### src/verilog/sio_pkg.sv
// Package with offsets, reset values, counts and state codes of the supervisor register bank.
package sio_pkg;

  // Register offsets on the two-wire bus.
  localparam logic [7:0] OFS_STATUS_LO = 8'h03;
  localparam logic [7:0] OFS_STATUS_HI = 8'h04;
  localparam logic [7:0] OFS_SIG_B0 = 8'h0A;
  localparam logic [7:0] OFS_SIG_B1 = 8'h0B;
  localparam logic [7:0] OFS_SIG_B2 = 8'h0C;
  localparam logic [7:0] OFS_SIG_B3 = 8'h0D;
  localparam logic [7:0] OFS_OVR_LO = 8'h0E;
  localparam logic [7:0] OFS_OVR_HI = 8'h0F;
  localparam logic [7:0] OFS_IN_OVR = 8'h11;
  localparam logic [7:0] OFS_SOFT_RST = 8'h12;

  // Field positions.
  localparam int ALERT_REL_BIT = 2;
  localparam int ALERT_OUT_IDX = 2;

  // Values after reset and fill values for bits without function.
  localparam logic [7:0] OVR_LO_RST = 8'h04;
  localparam logic [5:0] OVR_HI_RST = 6'h00;
  localparam logic [2:0] IN_OVR_RST = 3'h0;
  localparam logic [7:0] READ_FILL = 8'hFF;

  // Alert response address of the bus.
  localparam logic [6:0] ALERT_RESP_ADDR = 7'h0C;

  // Length of the soft reset pulse.
  localparam int CLK_PERIOD_PS = 5000;
  localparam int SOFT_RST_NS = 100;
  localparam int SOFT_RST_CYC = (SOFT_RST_NS * 1000 + CLK_PERIOD_PS - 1) / CLK_PERIOD_PS;
  localparam logic [4:0] SOFT_RST_LEN = 5'(SOFT_RST_CYC);

  typedef enum logic [5:0] {
    ST_IDLE = 6'b00_0001,
    ST_ADDR = 6'b00_0010,
    ST_ACK = 6'b00_0100,
    ST_WR = 6'b00_1000,
    ST_RD = 6'b01_0000,
    ST_RACK = 6'b10_0000
  } sio_state_e;

endpackage

### src/verilog/sio_sync.sv
// Two flip-flop synchroniser for pins that arrive from outside the clock domain.
`timescale 1ns/1ps
module sio_sync #(
  parameter int W = 5
) (
  // Clock and reset.
  input wire logic clk,
  input wire logic rst,
  // Raw and synchronised levels.
  input wire logic [W-1:0] pin_raw,
  output logic [W-1:0] pin_sync
);

  typedef struct packed {
    logic [W-1:0] meta;
    logic [W-1:0] stable;
  } sio_sync_s;

  sio_sync_s s_q;
  sio_sync_s s_d;

  always_comb
  begin
    s_d.meta = pin_raw;
    s_d.stable = s_q.meta;
  end

  always_ff @(posedge clk or posedge rst)
  begin
    if (rst)
    begin
      s_q <= '0;
    end
    else
    begin
      s_q <= s_d;
    end
  end

  assign pin_sync = s_q.stable;

endmodule

### src/verilog/sio_route.sv
// Source selection for the logic array inputs and the fourteen output drives.
`timescale 1ns/1ps
module sio_route (
  // Nonvolatile selections.
  input wire logic [2:0] input_src_sel,
  input wire logic [13:0] output_src_sel,
  input wire logic alert_feature_select,
  // Sources.
  input wire logic [2:0] pin_level,
  input wire logic [2:0] input_override,
  input wire logic [13:0] logic_array_out,
  input wire logic [7:0] override_lo,
  input wire logic [5:0] override_hi,
  // Selected values.
  output logic [2:0] array_in_d,
  output logic [13:0] drive_d
);

  logic [13:0] ovr_vec;

  always_comb
  begin
    array_in_d = (input_src_sel & input_override) | (~input_src_sel & pin_level);
    // Output 3 has no override value; its register bit is the alert release.
    ovr_vec = {override_hi, override_lo[7:3], logic_array_out[sio_pkg::ALERT_OUT_IDX], override_lo[1:0]};
    drive_d = (output_src_sel & ovr_vec) | (~output_src_sel & logic_array_out);
    if (alert_feature_select)
    begin
      drive_d[sio_pkg::ALERT_OUT_IDX] = logic_array_out[sio_pkg::ALERT_OUT_IDX] |
                                        override_lo[sio_pkg::ALERT_REL_BIT];
    end
  end

endmodule

### src/verilog/sio_bank.sv
// Two-wire slave register bank with output overrides, signature, soft reset and alert response.
//
// Overview of operation
// - Input override register bits 3:1 hold values for digital inputs 4..2.
// - Logic array takes override bit only when its selector picks the register.
// - Bits without function read back as one.
// - Output status shows the internal drive value, not the pin level.
// - Status low byte: outputs 1,2 on bits 0,1, outputs 3..8 on bits 2..7.
// - Status high byte: outputs 9..14 on bits 0..5, bits 6,7 read one.
// - Each output except 3 comes from logic array or its override bit, per selector.
// - Override low register holds outputs 1,2,4..8; bit 2 is alert release.
// - Override high register holds outputs 9..14 in bits 0..5.
// - Signature is four read-only bytes, least significant byte at lowest address.
// - Any write to the reset register resets the whole device.
// - In alert mode output 3 combines logic array output and release bit.
// - Host clears release bit to arm; logic array then pulls output 3 low.
// - While alerting, device answers that read with its own address, arbitrating.
// - Winning the arbitration sets the release bit, freeing output 3.
`timescale 1ns/1ps
module sio_bank (
  // Clock and reset.
  input wire logic clk,
  input wire logic rst,
  // Two-wire bus.
  input wire logic scl_i,
  input wire logic sda_i,
  output logic sda_o,
  output logic sda_oe,
  // Nonvolatile configuration.
  input wire logic [6:0] slave_addr,
  input wire logic [2:0] input_src_sel,
  input wire logic [13:0] output_src_sel,
  input wire logic alert_feature_select,
  input wire logic [31:0] user_signature,
  // Logic array and pins.
  input wire logic [2:0] digital_input_pin,
  input wire logic [13:0] logic_array_out,
  output logic [2:0] logic_array_in,
  output logic [13:0] out_drive,
  output logic device_soft_reset
);

  typedef struct packed {
    sio_pkg::sio_state_e st;
    logic [7:0] shift;
    logic [3:0] bit_cnt;
    logic rd_mode;
    logic ptr_phase;
    logic [7:0] ptr;
    logic ara;
    logic arb_lost;
    logic sda_drive;
    logic sda_level;
    logic scl_prev;
    logic sda_prev;
    logic [7:0] ovr_lo;
    logic [5:0] ovr_hi;
    logic [2:0] in_ovr;
    logic [13:0] drive;
    logic [2:0] array_in;
    logic [4:0] srst_cnt;
    logic srst;
  } sio_bank_s;

  sio_bank_s s_q;
  sio_bank_s s_d;
  logic [4:0] sync_out;
  logic [2:0] array_in_d;
  logic [13:0] drive_d;
  logic scl;
  logic sda;
  logic scl_rise;
  logic scl_fall;
  logic wr_fire;
  logic ara_win;
  logic alert_pending;

  // Read data for one register offset.
  function automatic logic [7:0] rd_byte(input logic [7:0] ofs, input sio_bank_s r, input logic [31:0] sig);
    logic [7:0] v;
    v = sio_pkg::READ_FILL;
    unique case (ofs)
      sio_pkg::OFS_STATUS_LO: v = r.drive[7:0];
      sio_pkg::OFS_STATUS_HI: v = {2'b11, r.drive[13:8]};
      sio_pkg::OFS_SIG_B0: v = sig[7:0];
      sio_pkg::OFS_SIG_B1: v = sig[15:8];
      sio_pkg::OFS_SIG_B2: v = sig[23:16];
      sio_pkg::OFS_SIG_B3: v = sig[31:24];
      sio_pkg::OFS_OVR_LO: v = r.ovr_lo;
      sio_pkg::OFS_OVR_HI: v = {2'b11, r.ovr_hi};
      sio_pkg::OFS_IN_OVR: v = {4'hF, r.in_ovr, 1'b1};
      default: v = sio_pkg::READ_FILL;
    endcase
    return v;
  endfunction

  sio_sync #(
    .W(5)
  ) u_sync (
    .clk(clk),
    .rst(rst),
    .pin_raw({digital_input_pin, sda_i, scl_i}),
    .pin_sync(sync_out)
  );

  sio_route u_route (
    .input_src_sel(input_src_sel),
    .output_src_sel(output_src_sel),
    .alert_feature_select(alert_feature_select),
    .pin_level(sync_out[4:2]),
    .input_override(s_q.in_ovr),
    .logic_array_out(logic_array_out),
    .override_lo(s_q.ovr_lo),
    .override_hi(s_q.ovr_hi),
    .array_in_d(array_in_d),
    .drive_d(drive_d)
  );

  assign scl = sync_out[0];
  assign sda = sync_out[1];
  assign scl_rise = scl & ~s_q.scl_prev;
  assign scl_fall = ~scl & s_q.scl_prev;
  // The device is alerting while output 3 is held low in alert mode.
  assign alert_pending = alert_feature_select & ~s_q.drive[sio_pkg::ALERT_OUT_IDX];

  always_comb
  begin
    s_d = s_q;
    wr_fire = 1'b0;
    ara_win = 1'b0;
    s_d.scl_prev = scl;
    s_d.sda_prev = sda;
    s_d.sda_level = 1'b0;
    s_d.drive = drive_d;
    s_d.array_in = array_in_d;
    if (s_q.srst_cnt != 5'h00)
    begin
      s_d.srst_cnt = s_q.srst_cnt - 5'h01;
    end
    if (scl & s_q.scl_prev & s_q.sda_prev & ~sda)
    begin
      s_d.st = sio_pkg::ST_ADDR;
      s_d.bit_cnt = 4'h0;
      s_d.sda_drive = 1'b0;
      s_d.ara = 1'b0;
      s_d.arb_lost = 1'b0;
    end
    else if (scl & s_q.scl_prev & ~s_q.sda_prev & sda)
    begin
      s_d.st = sio_pkg::ST_IDLE;
      s_d.sda_drive = 1'b0;
    end
    else
    begin
      unique case (s_q.st)
        sio_pkg::ST_IDLE:
        begin
          s_d.sda_drive = 1'b0;
        end
        sio_pkg::ST_ADDR, sio_pkg::ST_WR:
        begin
          if (scl_rise)
          begin
            s_d.shift = {s_q.shift[6:0], sda};
            s_d.bit_cnt = s_q.bit_cnt + 4'h1;
          end
          else if (scl_fall && s_q.bit_cnt == 4'h8)
          begin
            s_d.bit_cnt = 4'h0;
            s_d.sda_drive = 1'b1;
            s_d.st = sio_pkg::ST_ACK;
            if (s_q.st == sio_pkg::ST_ADDR)
            begin
              if (s_q.shift[7:1] == slave_addr)
              begin
                s_d.rd_mode = s_q.shift[0];
                s_d.ptr_phase = ~s_q.shift[0];
              end
              else if (s_q.shift[7:1] == sio_pkg::ALERT_RESP_ADDR && s_q.shift[0] && alert_pending)
              begin
                s_d.rd_mode = 1'b1;
                s_d.ara = 1'b1;
              end
              else
              begin
                s_d.sda_drive = 1'b0;
                s_d.st = sio_pkg::ST_IDLE;
              end
            end
            else if (s_q.ptr_phase)
            begin
              s_d.ptr = s_q.shift;
              s_d.ptr_phase = 1'b0;
            end
            else
            begin
              wr_fire = 1'b1;
              s_d.ptr = s_q.ptr + 8'h01;
            end
          end
        end
        sio_pkg::ST_ACK:
        begin
          if (scl_fall)
          begin
            s_d.sda_drive = 1'b0;
            s_d.bit_cnt = 4'h0;
            if (s_q.rd_mode)
            begin
              if (s_q.ara)
              begin
                s_d.shift = {slave_addr, 1'b0};
              end
              else
              begin
                s_d.shift = rd_byte(s_q.ptr, s_q, user_signature);
                s_d.ptr = s_q.ptr + 8'h01;
              end
              s_d.sda_drive = ~s_d.shift[7];
              s_d.st = sio_pkg::ST_RD;
            end
            else
            begin
              s_d.st = sio_pkg::ST_WR;
            end
          end
        end
        sio_pkg::ST_RD:
        begin
          if (scl_rise)
          begin
            if (s_q.ara && !s_q.sda_drive && !sda)
            begin
              s_d.arb_lost = 1'b1;
            end
            s_d.bit_cnt = s_q.bit_cnt + 4'h1;
          end
          else if (scl_fall)
          begin
            if (s_q.bit_cnt == 4'h8)
            begin
              s_d.sda_drive = 1'b0;
              s_d.st = sio_pkg::ST_RACK;
            end
            else
            begin
              s_d.shift = {s_q.shift[6:0], 1'b1};
              s_d.sda_drive = ~s_q.shift[6] & ~s_q.arb_lost;
            end
          end
        end
        sio_pkg::ST_RACK:
        begin
          if (scl_rise)
          begin
            if (s_q.ara)
            begin
              ara_win = ~s_q.arb_lost;
              s_d.st = sio_pkg::ST_IDLE;
            end
            else if (!sda)
            begin
              s_d.st = sio_pkg::ST_ACK;
            end
            else
            begin
              s_d.st = sio_pkg::ST_IDLE;
            end
          end
        end
        default:
        begin
          s_d.st = sio_pkg::ST_IDLE;
          s_d.sda_drive = 1'b0;
        end
      endcase
    end
    // Writes to read-only offsets fall through and change nothing.
    if (wr_fire)
    begin
      case (s_q.ptr)
        sio_pkg::OFS_OVR_LO: s_d.ovr_lo = s_q.shift;
        sio_pkg::OFS_OVR_HI: s_d.ovr_hi = s_q.shift[5:0];
        sio_pkg::OFS_IN_OVR: s_d.in_ovr = s_q.shift[3:1];
        sio_pkg::OFS_SOFT_RST: s_d.srst_cnt = sio_pkg::SOFT_RST_LEN;
        default: s_d.ovr_lo = s_q.ovr_lo;
      endcase
    end
    if (ara_win)
    begin
      s_d.ovr_lo[sio_pkg::ALERT_REL_BIT] = 1'b1;
    end
    // A soft reset returns the host registers to their values after power-up.
    if (s_q.srst)
    begin
      s_d.ovr_lo = sio_pkg::OVR_LO_RST;
      s_d.ovr_hi = sio_pkg::OVR_HI_RST;
      s_d.in_ovr = sio_pkg::IN_OVR_RST;
    end
    s_d.srst = (s_d.srst_cnt != 5'h00);
  end

  always_ff @(posedge clk or posedge rst)
  begin
    if (rst)
    begin
      s_q <= '0;
      s_q.st <= sio_pkg::ST_IDLE;
      s_q.ovr_lo <= sio_pkg::OVR_LO_RST;
      s_q.ovr_hi <= sio_pkg::OVR_HI_RST;
      s_q.in_ovr <= sio_pkg::IN_OVR_RST;
    end
    else
    begin
      s_q <= s_d;
    end
  end

  assign sda_o = s_q.sda_level;
  assign sda_oe = s_q.sda_drive;
  assign logic_array_in = s_q.array_in;
  assign out_drive = s_q.drive;
  assign device_soft_reset = s_q.srst;

  chk_input_route: assert property (@(posedge clk) disable iff (rst)
    ##1 logic_array_in == (($past(input_src_sel) & $past(s_q.in_ovr)) | (~$past(input_src_sel) & $past(sync_out[4:2]))))
    else $error("logic array input does not follow its selected source");

  chk_drive_route: assert property (@(posedge clk) disable iff (rst)
    ##1 out_drive[0] == ($past(output_src_sel[0]) ? $past(s_q.ovr_lo[0]) : $past(logic_array_out[0])))
    else $error("output 1 drive does not follow its selected source");

  chk_alert_level: assert property (@(posedge clk) disable iff (rst)
    !$past(rst) && alert_feature_select && $past(alert_feature_select) |->
      out_drive[2] == ($past(logic_array_out[2]) | $past(s_q.ovr_lo[2])))
    else $error("alert output level is not array output or release bit");

  chk_alert_armed: assert property (@(posedge clk) disable iff (rst)
    !$past(rst) && alert_feature_select && $past(alert_feature_select) && !out_drive[2] |-> !$past(s_q.ovr_lo[2]))
    else $error("alert asserted while release bit was high");

  chk_reserved_ones: assert property (@(posedge clk) disable iff (rst)
    (rd_byte(sio_pkg::OFS_IN_OVR, s_q, user_signature) & 8'hF1) == 8'hF1 &&
    (rd_byte(sio_pkg::OFS_STATUS_HI, s_q, user_signature) & 8'hC0) == 8'hC0)
    else $error("bits without function do not read as one");

  chk_signature_map: assert property (@(posedge clk) disable iff (rst)
    rd_byte(sio_pkg::OFS_SIG_B3, s_q, user_signature) == user_signature[31:24] &&
    rd_byte(sio_pkg::OFS_SIG_B0, s_q, user_signature) == user_signature[7:0])
    else $error("signature bytes are in the wrong order");

  chk_soft_reset: assert property (@(posedge clk) disable iff (rst)
    wr_fire && s_q.ptr == sio_pkg::OFS_SOFT_RST |=> device_soft_reset [*8])
    else $error("write to reset register did not pulse soft reset");

  chk_override_write: assert property (@(posedge clk) disable iff (rst)
    wr_fire && s_q.ptr == sio_pkg::OFS_OVR_LO && !s_q.srst && !ara_win |=> s_q.ovr_lo == $past(s_q.shift))
    else $error("override low register did not take the written byte");

  chk_ro_ignored: assert property (@(posedge clk) disable iff (rst)
    wr_fire && s_q.ptr == sio_pkg::OFS_STATUS_LO && !s_q.srst && !ara_win |=>
      $stable(s_q.ovr_lo) && $stable(s_q.ovr_hi) && $stable(s_q.in_ovr))
    else $error("write to read-only status changed a register");

  chk_alert_release: assert property (@(posedge clk) disable iff (rst)
    ara_win |=> s_q.ovr_lo[sio_pkg::ALERT_REL_BIT])
    else $error("won alert response did not set release bit");

endmodule

### config.mk
export PLATFORM = sky130hd
export DESIGN_NAME = sio_bank
export DESIGN_NICKNAME = d
export VERILOG_FILES = /design/src/verilog/sio_pkg.sv /design/src/verilog/sio_sync.sv /design/src/verilog/sio_route.sv /design/src/verilog/sio_bank.sv
export SDC_FILE = /design/constraint.sdc
export NUM_CORES = 1
export LEC_CHECK = 0
export BUFFER_PORTS_ARGS = -buffer_cell sky130_fd_sc_hd__buf_4
export CAP_MARGIN = 15
export CORE_UTILIZATION = 35
export DETAILED_ROUTE_END_ITERATION = 6
export REMOVE_ABC_BUFFERS = 1
export SLEW_MARGIN = 20
export SYNTH_ARGS = -nofsm -noshare
export SYNTH_HDL_FRONTEND = slang
export SYNTH_SLANG_ARGS = --single-unit
export TNS_END_PERCENT = 20
### constraint.sdc
create_clock -name clk -period 6 [get_ports clk]
set_input_delay 1.8 -clock clk [delete_from_list [all_inputs] [get_ports clk]]
set_output_delay 1.8 -clock clk [all_outputs]
set_load 0.005 [all_outputs]
==> impl_metrics.py, run 1 <==
metrics = {
    "global_routing": {
        "grt_pass1_wl_mm": 23.3,
        "first_global_vias": 4306,
        "gr-total-overflow": 0,
        "grt_antenna_before_repair": 0,
        "all_layer_global_routing_usage_pct": 21.1,
        "largest_net_degree_at_the_start_of_global_routing": 47,
    },
    "sta": {
        "finalSetupTns_ps": 0,
        "clock-skew-final_ps": 11.9,
        "setup_viol": 0,
        "min_period_ps": 3120,
        "fmaxAchievable_mhz": 320,
        "rsz0062_at_grt": "false",
        "hold_violations": 0,
        "worst_slew_pin_slew_ps": 981,
        "timing.final.max_slew_violations": 0,
        "period_share_pct": 52.0,
        "maxSlewHeadroom_pct": 34.2,
    },
    "logic_synthesis": {
        "netlist.top_cell.by_area": "dfrtp_1",
        "syn-instance-count": 529,
        "synth-warning-count": 0,
        "synthFlopType": "dfrtp_1",
        "synth_enable_flop_cells": 0,
        "netlist_top_cells_area": "dfrtp_1 (41%), mux2_2 (3.9%), mux2i_1 (3.9%)",
        "syn_avg_cell_area_um2": 9.24,
        "netlist_area_um2": 4890,
        "synth-async-reset-ratio_pct": 100,
        "post-synth-top-area-fraction_pct": 41.5,
        "synth.ff_latch_count": 83,
        "yosysSeqAreaShare_pct": 42.6,
        "count_of_cell_types_in_the_netlist": 64,
    },
    "detailed_routing": {
        "detailroute.wirelength.met2_mm": 6.45,
        "dr_total_vias": 4308,
        "avgRoutedWirePerCell_um": 18.5,
        "top_layer": "met4",
        "detail_route.first_pass.iterations": 5,
        "detail_route.wirelength.met1_mm": 6.64,
        "dr_wl_met3_um": 910,
        "dr.first_iter.drc_count": 376,
        "drc_viols": 0,
        "vias_per_instance": 5.61,
        "route.final.wire_length_mm": 14.2,
        "postRouteAntennaNets": 0,
    },
    "setup_path": {
        "critical_path.n_buffers_inverters": 1,
        "critical_path.cell_chain": "buf_4",
        "max_stage_delay_ps": 750,
        "worst_setup_path_start_kind": "flip-flop",
        "crit_family": "flip-flops",
        "timing.critical_path.required_ps": 4200,
        "timing.critical_path.fanout_max": 18,
        "cp-startpoint": "device_soft_reset$_DFF_PP0_",
        "critical_path.endpoint_type": "primary output",
        "critical-path-slowest-cell": "dfrtp_1",
        "worstSetupPathType": "reg -> out",
        "worst_r2r_startpoint": "s_q[69]$_DFFE_PP0P_",
        "worst-endpoint-arrival_ps": 1320,
    },
    "run": {
        "cap_violations": 0,
    },
    "clock_tree": {
        "clk_latency_ps": 350,
        "cts_hold_buf": 0,
        "cts_setup_buffers": 0,
        "tritoncts": "yes",
        "cts.sinks": 83,
        "cts.repair.resized": 0,
        "cts_inserted_buffers": 9,
        "cts_root_buf": "clkbuf_16",
        "clk_path_buf_depth": 2,
        "cts_max_level": 3,
        "cts.clk_slew.worst_paths_ps": 60,
    },
    "power_and_ir_drop": {
        "power_density_nw_per_um2": 249,
        "peakVddDrop_v": 0.000131,
        "p_leak_uw": 0.00269,
    },
    "cells_and_area": {
        "nFillCells": 1358,
        "num-nets-final": 672,
        "antenna_cells": 0,
        "postLayoutCoreUtil_pct": 43.7,
        "final_layout_size_suffix_gt1_share_pct": 24.3,
        "syn_to_final_growth_pct": 20.4,
    },
    "floorplan": {
        "die_h_um": 120,
        "io_pins": 98,
        "placement_rows": 42,
        "initial_utilization_pct": 36.3,
        "total_die_area_um2": 14400,
        "die_x_um": 120,
        "fp.coreArea_um2": 13500,
    },
    "worst_hold_path": {
        "min_path_type": "reg -> reg",
        "hp-start": "u_sync.s_d[0]$_DFF_PP0_",
    },
    "place": {
        "hpwl_mm": 10.3,
        "gpl.final_weighted_congestion": 0.877,
        "number_of_buffers_added_on_ports": 95,
    },
    "run_status": {
        "status": "finished, final reports clean",
    },
}
==> metal layers <==
metal	vias to the layer above	global-route usage, %
met4	0	7.50
met1	2107	29.4
met3	18	4.28
met2	155	32.2
li1	2028	-
met5	-	0
==> cell families after synthesis <==
logic type,share of synthesized area [%]
multiplexers,8.12
buffers and inverters,7.14
AO/OA/AOI/OAI,18.1
other,0.0768
flip-flops,42.6
adder cells (fa/ha/maj),1.79
XOR/XNOR,2.87
AND/OR/NAND/NOR,19.3
==> cell usage in the layout (no fill, tap or decap), types with 7 or more instances in the layout <==
cell,synthesis,layout
xnor2_1,10,10
ha_1,7,7
dfrtp_1,81,81
mux2_2,17,17
nor3_1,13,13
a21oi_1,27,27
mux2i_1,19,19
inv_1,16,15
nand3_1,26,26
and3_1,16,16
nand2_1,44,44
nor2_1,42,42
o21ai_0,26,26
nor2b_1,8,8
buf_4,19,101
clkbuf_16,0,9
a31oi_1,12,12
==> power by group <==
group	internal [µW]	switching, µW
sequential	605	89.5
combinational	116	90.1
clock	326	237
==> cells in the mapped netlist (6+ instances only) <==
cell and instances:
xnor2_1 10, o221ai_1 6, a222oi_1 6, xor2_1 6
clkbuf_1 28, a32oi_1 6, nor3_1 13, dfrtp_1 81
ha_1 7, a21oi_1 27, mux2_2 17, and3_1 16
buf_4 19, mux2i_1 19, inv_1 16, nor2b_1 8
o21ai_0 26, nand3_1 26, nor2_1 42, a31oi_1 12
nand2_1 44
==> metrics by stage <==
stage	hold slack (ps)	cells	worst slack [ps]	instance area [µm²]	power, µW
after CTS	349	768	2860	5880	1480
after global routing	357	768	2800	5880	1540
after floorplan	331	475	2070	4600	799
after global placement	334	752	2680	5580	906
after detailed placement	335	752	2650	5580	910
final	349	768	2880	5880	1460
==> final cells by class <==
class | instances | area (µm²) | share of cell area, %
multi-input cells | 375 | 2460 | 41.8
flip-flops and latches | 83 | 2080 | 35.4
repair buffers | 101 | 758 | 12.9
clock buffers | 10 | 229 | 3.89
well taps | 176 | 220 | 3.74
clock inverters | 6 | 71.3 | 1.21
inverters | 17 | 65.1 | 1.11
==> state kept, by name, summed over array words and instances (netlist names) <==
register and count:
s_q 54, out_drive 14, u_sync.pin_sync 5, u_sync.s_d 5, logic_array_in 3, device_soft_reset 1
sda_oe 1
==> final timing paths <==
| path | cells past startpoint | to | slack [ps] |
|---|---|---|---|
| hold reg to reg | 0 | u_sync.pin_sync[0]$_DFF_PP0_ | 350 |
| min in group asynchronous | 2 | out_drive[10]$_DFF_PP0_ | 1590 |
| setup / recovery | 1 | device_soft_reset | 2880 |
| max in group asynchronous | 3 | s_q[34]$_DFFE_PP1P_ | 3400 |
| hold / removal | 0 | u_sync.pin_sync[0]$_DFF_PP0_ | 350 |
| setup reg to reg | 6 | s_q[48]$_DFFE_PP0P_ | 3040 |
No activity file was read; power rests on OpenSTA's default activity.
==> inputs of run 2 (changes only) <==
==> constraint.sdc (replaced) <==
create_clock -name clk -period 2.7 [get_ports clk]
set_input_delay 0.81 -clock clk [delete_from_list [all_inputs] [get_ports clk]]
set_output_delay 0.81 -clock clk [all_outputs]
set_load 0.005 [all_outputs]
==> impl_metrics.py, run 2 (same netlist as run 1, synthesis figures left out) <==
metrics = {
    "cells_and_area": {
        "antenna_cells": 0,
        "most_common_cell_after_layout_fill_and_taps_aside": "buf_4",
        "largest_reg_flops": 54,
        "syn_to_final_growth_pct": 24.5,
        "commonest_cells_after_routing_fill_and_taps_aside": "buf_4 (128), dfrtp_1 (81), nand2_1 (44), nor2_1 (42), a21oi_1 (27)",
        "final_layout_size_suffix_gt1_share_pct": 27.6,
        "largest_register": "s_q",
        "num-nets-final": 700,
        "nFillCells": 1371,
        "post_layout_nonfiller_instances": 796,
        "seqCellArea_um2": 2080,
        "multiInputGateArea_um2": 2460,
    },
    "sta": {
        "worst_slew_pin_slew_ps": 715,
        "period_share_pct": 91.7,
        "clock-skew-final_ps": 10.2,
        "setup_viol": 0,
        "fmaxAchievable_mhz": 404,
        "rsz0062_at_grt": "false",
        "maxSlewHeadroom_pct": 52.1,
        "timing.final.max_slew_violations": 0,
        "finalSetupTns_ps": 0,
        "min_period_ps": 2480,
        "hold_violations": 0,
    },
    "power_and_ir_drop": {
        "combPwrFrac_pct": 15.7,
        "peakVddDrop_v": 0.000272,
        "sequentialPowerShare_pct": 47.7,
        "netSwitchingFraction_pct": 28.4,
        "power_density_nw_per_um2": 531,
        "power_frac_clock_pct": 36.6,
        "power.net_switching_uw": 918,
        "p_leak_uw": 0.00283,
        "intPower_uw": 2310,
        "report.power.total_uw": 3230,
    },
    "clock_tree": {
        "cts.sinks": 83,
        "cts_max_level": 3,
        "cts.clk_slew.worst_paths_ps": 60,
        "cts_setup_buffers": 0,
        "clk_path_buf_depth": 2,
        "cts.repair.resized": 0,
        "tritoncts": "yes",
        "clk_latency_ps": 350,
        "cts_hold_buf": 0,
        "cts_root_buf": "clkbuf_16",
        "cts_inserted_buffers": 9,
    },
    "detailed_routing": {
        "postRouteAntennaNets": 0,
        "dr_wl_met3_mm": 1.09,
        "detail_route.wirelength.met1_mm": 6.74,
        "top_layer": "met4",
        "dr_total_vias": 4397,
        "dr.first_iter.drc_count": 355,
        "route.final.wire_length_mm": 14.4,
        "detailroute.wirelength.met2_mm": 6.31,
        "drc_viols": 0,
        "avgRoutedWirePerCell_um": 18.1,
        "detail_route.first_pass.iterations": 7,
        "vias_per_instance": 5.52,
    },
    "place": {
        "placed_cells_incl_taps": 780,
        "gpl.final_weighted_congestion": 0.895,
        "hpwl_mm": 10.8,
        "number_of_buffers_added_on_ports": 95,
    },
    "setup_path": {
        "max_stage_delay_ps": 510,
        "worstReg2RegEnd": "s_q[66]$_DFFE_PP0P_",
        "worst-endpoint-arrival_ps": 2760,
        "timing.critical_path.fanout_max": 8,
        "timing.reg2reg.worst_path_depth": 7,
        "cp-startpoint": "s_q[71]$_DFFE_PP0P_",
        "critical_path.n_buffers_inverters": 1,
        "worst_r2r_startpoint": "s_q[71]$_DFFE_PP0P_",
        "crit_family": "simple AND/OR/NAND/NOR gates",
        "worstSetupPathType": "reg -> reg",
        "crit_end": "s_q[66]$_DFFE_PP0P_",
        "worst_setup_path_start_kind": "flip-flop",
        "worst-path-stages": 7,
        "r2r_slack_ps": 220,
        "timing.critical_path.required_ps": 2990,
        "critical_path.endpoint_type": "flip-flop",
        "critical_path.cell_chain": "buf_4 -> nor4b_2 -> nand2_1 -> or4_1 -> or3_1 -> a31oi_1 -> a211o_1",
        "critical-path-slowest-cell": "or4_1",
    },
    "global_routing": {
        "gr-total-overflow": 0,
        "grt_pass1_wl_mm": 23.2,
        "largest_net_degree_at_the_start_of_global_routing": 53,
        "all_layer_global_routing_usage_pct": 21.0,
        "grt_antenna_before_repair": 0,
        "first_global_vias": 4416,
    },
    "floorplan": {
        "fp.coreArea_um2": 13500,
        "die_x_um": 120,
        "io_pins": 98,
        "die_h_um": 120,
        "total_die_area_um2": 14400,
        "placement_rows": 42,
        "initial_utilization_pct": 36.3,
    },
    "worst_hold_path": {
        "min_path_type": "reg -> reg",
    },
    "run_status": {
        "status": "finished, final reports clean",
    },
    "run": {
        "cap_violations": 0,
    },
}
==> run 2: cell types whose count changed in the layout (fill, tap and decap cells not counted), sizes merged <==
cell and delta:
inv -1, bufinv -1, clkbuf +3, clkinvlp -1
buf +28
==> run 2: area by class of cell <==
| class | instances | area share (%) |
|---|---|---|
| Multi-Input combinational cell | 375 | 40.4 |
| Sequential cell | 83 | 34.2 |
| Timing Repair Buffer | 129 | 16.1 |
| Clock buffer | 13 | 4.28 |
| Tap cell | 176 | 3.62 |
| Inverter | 17 | 1.07 |
| Clock inverter | 3 | 0.350 |
==> run 2: worst min-delay path by stage <==
stage	depth (start not counted)	from	slack, ps	to
after detailed placement	0	u_sync.s_d[1]$_DFF_PP0_	330	u_sync.pin_sync[1]$_DFF_PP0_
after floorplan	0	u_sync.s_d[0]$_DFF_PP0_	330	u_sync.pin_sync[0]$_DFF_PP0_
after CTS	0	u_sync.s_d[1]$_DFF_PP0_	350	u_sync.pin_sync[1]$_DFF_PP0_
after global placement	0	u_sync.s_d[0]$_DFF_PP0_	330	u_sync.pin_sync[0]$_DFF_PP0_
final	0	u_sync.s_d[1]$_DFF_PP0_	350	u_sync.pin_sync[1]$_DFF_PP0_
after global routing	0	u_sync.s_d[1]$_DFF_PP0_	360	u_sync.pin_sync[1]$_DFF_PP0_
==> run 2: worst reg2reg max path: cells and delay by family, from the launching register on <==
| family | cells | cell delay [ps] |
|---|---|---|
| AND/OR/NAND/NOR | 4 | 1550 |
| buffers and inverters | 1 | 170 |
| flip-flops | 1 | 380 |
| AO/OA/AOI/OAI | 2 | 330 |
==> run 2: power groups by stage <==
stage	clock network (µW)	logic (µW)	registers, µW
after global routing	1280	565	1560
final	1180	509	1540
after detailed placement	0	507	1560
after floorplan	0	290	1490
after CTS	1210	510	1530
after global placement	0	496	1550
==> run 2: through the flow <==
stage / cell area, µm² / util [%] / worst slack (ps) / hold WS [ps]
floorplan: 4600 / - / -243 / 331
global placement: 5800 / 43.1 / 284 / 334
detailed placement: 5800 / 43.1 / 246 / 335
CTS: 6080 / 45.2 / 226 / 348
global route: 6080 / 45.2 / 82.2 / 356
finish: 6080 / 45.2 / 224 / 346
==> run 2: metal layers <==
layer  track usage, %  up-vias
li1                 -     2089
met1             29.2     2129
met2             31.2      166
met3             5.28       13
met4             7.97        0
met5                0        -
==> inputs of run 3 (changes only) <==
--- a/config.mk
+++ b/config.mk
@@ -9,6 +9,7 @@
 export CAP_MARGIN = 15
 export CORE_UTILIZATION = 35
 export DETAILED_ROUTE_END_ITERATION = 6
+export MAX_ROUTING_LAYER = met4
 export REMOVE_ABC_BUFFERS = 1
 export SLEW_MARGIN = 20
 export SYNTH_ARGS = -nofsm -noshare
==> impl_metrics.py, run 3 (same netlist as run 1, synthesis figures left out) <==
metrics = {
    "clock_tree": {
        "clk_latency_ps": 340,
        "cts.clk_slew.worst_paths_ps": 70,
        "cts.repair.resized": 0,
        "tritoncts": "yes",
        "cts_max_level": 3,
        "cts_inserted_buffers": 9,
        "clk_path_buf_depth": 2,
        "cts.sinks": 83,
        "cts_setup_buffers": 0,
        "cts_hold_buf": 0,
        "cts_root_buf": "clkbuf_16",
    },
    "floorplan": {
        "fp.coreArea_um2": 13500,
        "total_die_area_um2": 14400,
        "die_h_um": 120,
        "placement_rows": 42,
        "initial_utilization_pct": 36.3,
        "io_pins": 98,
        "die_x_um": 120,
    },
    "setup_path": {
        "worst-endpoint-arrival_ps": 2660,
        "critical_path.endpoint_type": "flip-flop",
        "crit_family": "compound AO/OA/AOI/OAI gates",
        "critical-path-slowest-cell": "a221oi_1",
        "critical-path-top-cell-by-count": "o21ai_0",
        "worst_setup_path_start_kind": "flip-flop",
        "timing.critical_path.required_ps": 2900,
        "critical_path.cell_chain": "inv_1 -> ha_1 -> buf_4 -> a22oi_1 -> o21ai_0 -> nand2_1 -> o21ai_0 -> a221oi_1 -> o221ai_2",
        "worstSetupPathType": "reg -> reg",
        "max_stage_delay_ps": 550,
        "timing.critical_path.fanout_max": 12,
        "critical_path.n_buffers_inverters": 2,
    },
    "sta": {
        "final.hold.worst_slack_ps": 346,
        "clock-skew-final_ps": 10.7,
        "maxSlewHeadroom_pct": 52.9,
        "fmaxAchievable_mhz": 406,
        "hold_violations": 0,
        "worst_slew_pin_slew_ps": 703,
        "finalSetupTns_ps": 0,
        "setup_viol": 0,
        "timing.final.max_slew_violations": 0,
        "period_share_pct": 91.1,
        "rsz0062_at_grt": "false",
        "min_period_ps": 2460,
    },
    "global_routing": {
        "grt_antenna_before_repair": 0,
        "grt_pass1_wl_mm": 23.4,
        "all_layer_global_routing_usage_pct": 21.8,
        "gr-total-overflow": 0,
        "largest_net_degree_at_the_start_of_global_routing": 53,
        "first_global_vias": 4466,
    },
    "cells_and_area": {
        "post_layout_nonfiller_instances": 796,
        "syn_to_final_growth_pct": 25.4,
        "largest_reg_flops": 54,
        "postLayoutCoreUtil_pct": 45.5,
        "finish.instance_area_um2": 6130,
        "commonest_cells_after_routing_fill_and_taps_aside": "buf_4 (129), dfrtp_1 (81), nand2_1 (44), nor2_1 (42), a21oi_1 (27)",
        "final_layout_size_suffix_gt1_share_pct": 27.7,
        "antenna_cells": 0,
        "largest_register": "s_q",
        "most_common_cell_after_layout_fill_and_taps_aside": "buf_4",
        "num-nets-final": 701,
    },
    "place": {
        "number_of_buffers_added_on_ports": 95,
        "placed_area_um2": 5810,
        "hpwl_mm": 11.0,
        "placed_cells_incl_taps": 781,
        "gpl.final_weighted_congestion": 0.882,
    },
    "detailed_routing": {
        "dr.first_iter.drc_count": 311,
        "detail_route.first_pass.iterations": 5,
        "dr_total_vias": 4475,
        "vias_per_instance": 5.62,
        "avgRoutedWirePerCell_um": 18.3,
        "route.final.wire_length_mm": 14.6,
        "postRouteAntennaNets": 0,
        "drc_viols": 0,
    },
    "power_and_ir_drop": {
        "power_density_nw_per_um2": 553,
        "peakVddDrop_v": 0.000388,
        "p_leak_uw": 0.00286,
    },
    "run": {
        "cap_violations": 0,
    },
    "run_status": {
        "status": "finished, final reports clean",
    },
    "worst_hold_path": {
        "min_path_type": "reg -> reg",
    },
}
run 3: cell types whose count changed in the layout (fill, tap and decap cells not counted), sizes merged:
cell	before	now
clkinvlp	1	0
clkbuf	13	11
buf	129	130
bufinv	0	2
run 3: area by class of cell:
class                      instances  area [µm²]
clock inverter                     4        73.8
tap                              176         220
clock buffer                      11         243
timing repair buffer             130         988
fill                            1339        7330
sequential                        83        2080
inverter                          17        65.1
multi-input combinational        375        2460
run 3: metrics by stage:
stage | total power, µW | setup slack [ps]
detailed placement | 2080 | 233
finish | 3390 | 239
global route | 3530 | 75.4
floorplan | 1780 | -243
global placement | 2050 | 297
CTS | 3410 | 204
run 3: worst paths after layout:
check | depth (start not counted) | to | start | slack, ps
worst max-delay path | 9 | s_q[60]$_DFFE_PP0P_ | s_q[46]$_DFFE_PP0P_ | 240
worst min-delay path | 0 | u_sync.pin_sync[0]$_DFF_PP0_ | u_sync.s_d[0]$_DFF_PP0_ | 350
worst max register to register | 9 | s_q[60]$_DFFE_PP0P_ | s_q[46]$_DFFE_PP0P_ | 240
worst min register to register | 0 | u_sync.pin_sync[0]$_DFF_PP0_ | u_sync.s_d[0]$_DFF_PP0_ | 350
max in group asynchronous | 3 | s_q[34]$_DFFE_PP1P_ | rst | 1670
min in group asynchronous | 2 | u_sync.s_d[0]$_DFF_PP0_ | rst | 440
run 3: power by group:
group / switching [µW] / total (µW) / internal (µW)
clock network: 495 / 1330 / 832
logic: 223 / 515 / 292
registers: 199 / 1540 / 1340
total: 918 / 3390 / 2470
run 3: layer usage:
layer	track usage, %	up-vias	wire, µm
met5	-	-	0
met4	7.89	0	252
met3	2.66	15	834
met2	32.0	166	6580
met1	30.7	2203	6910
li1	-	2091	-
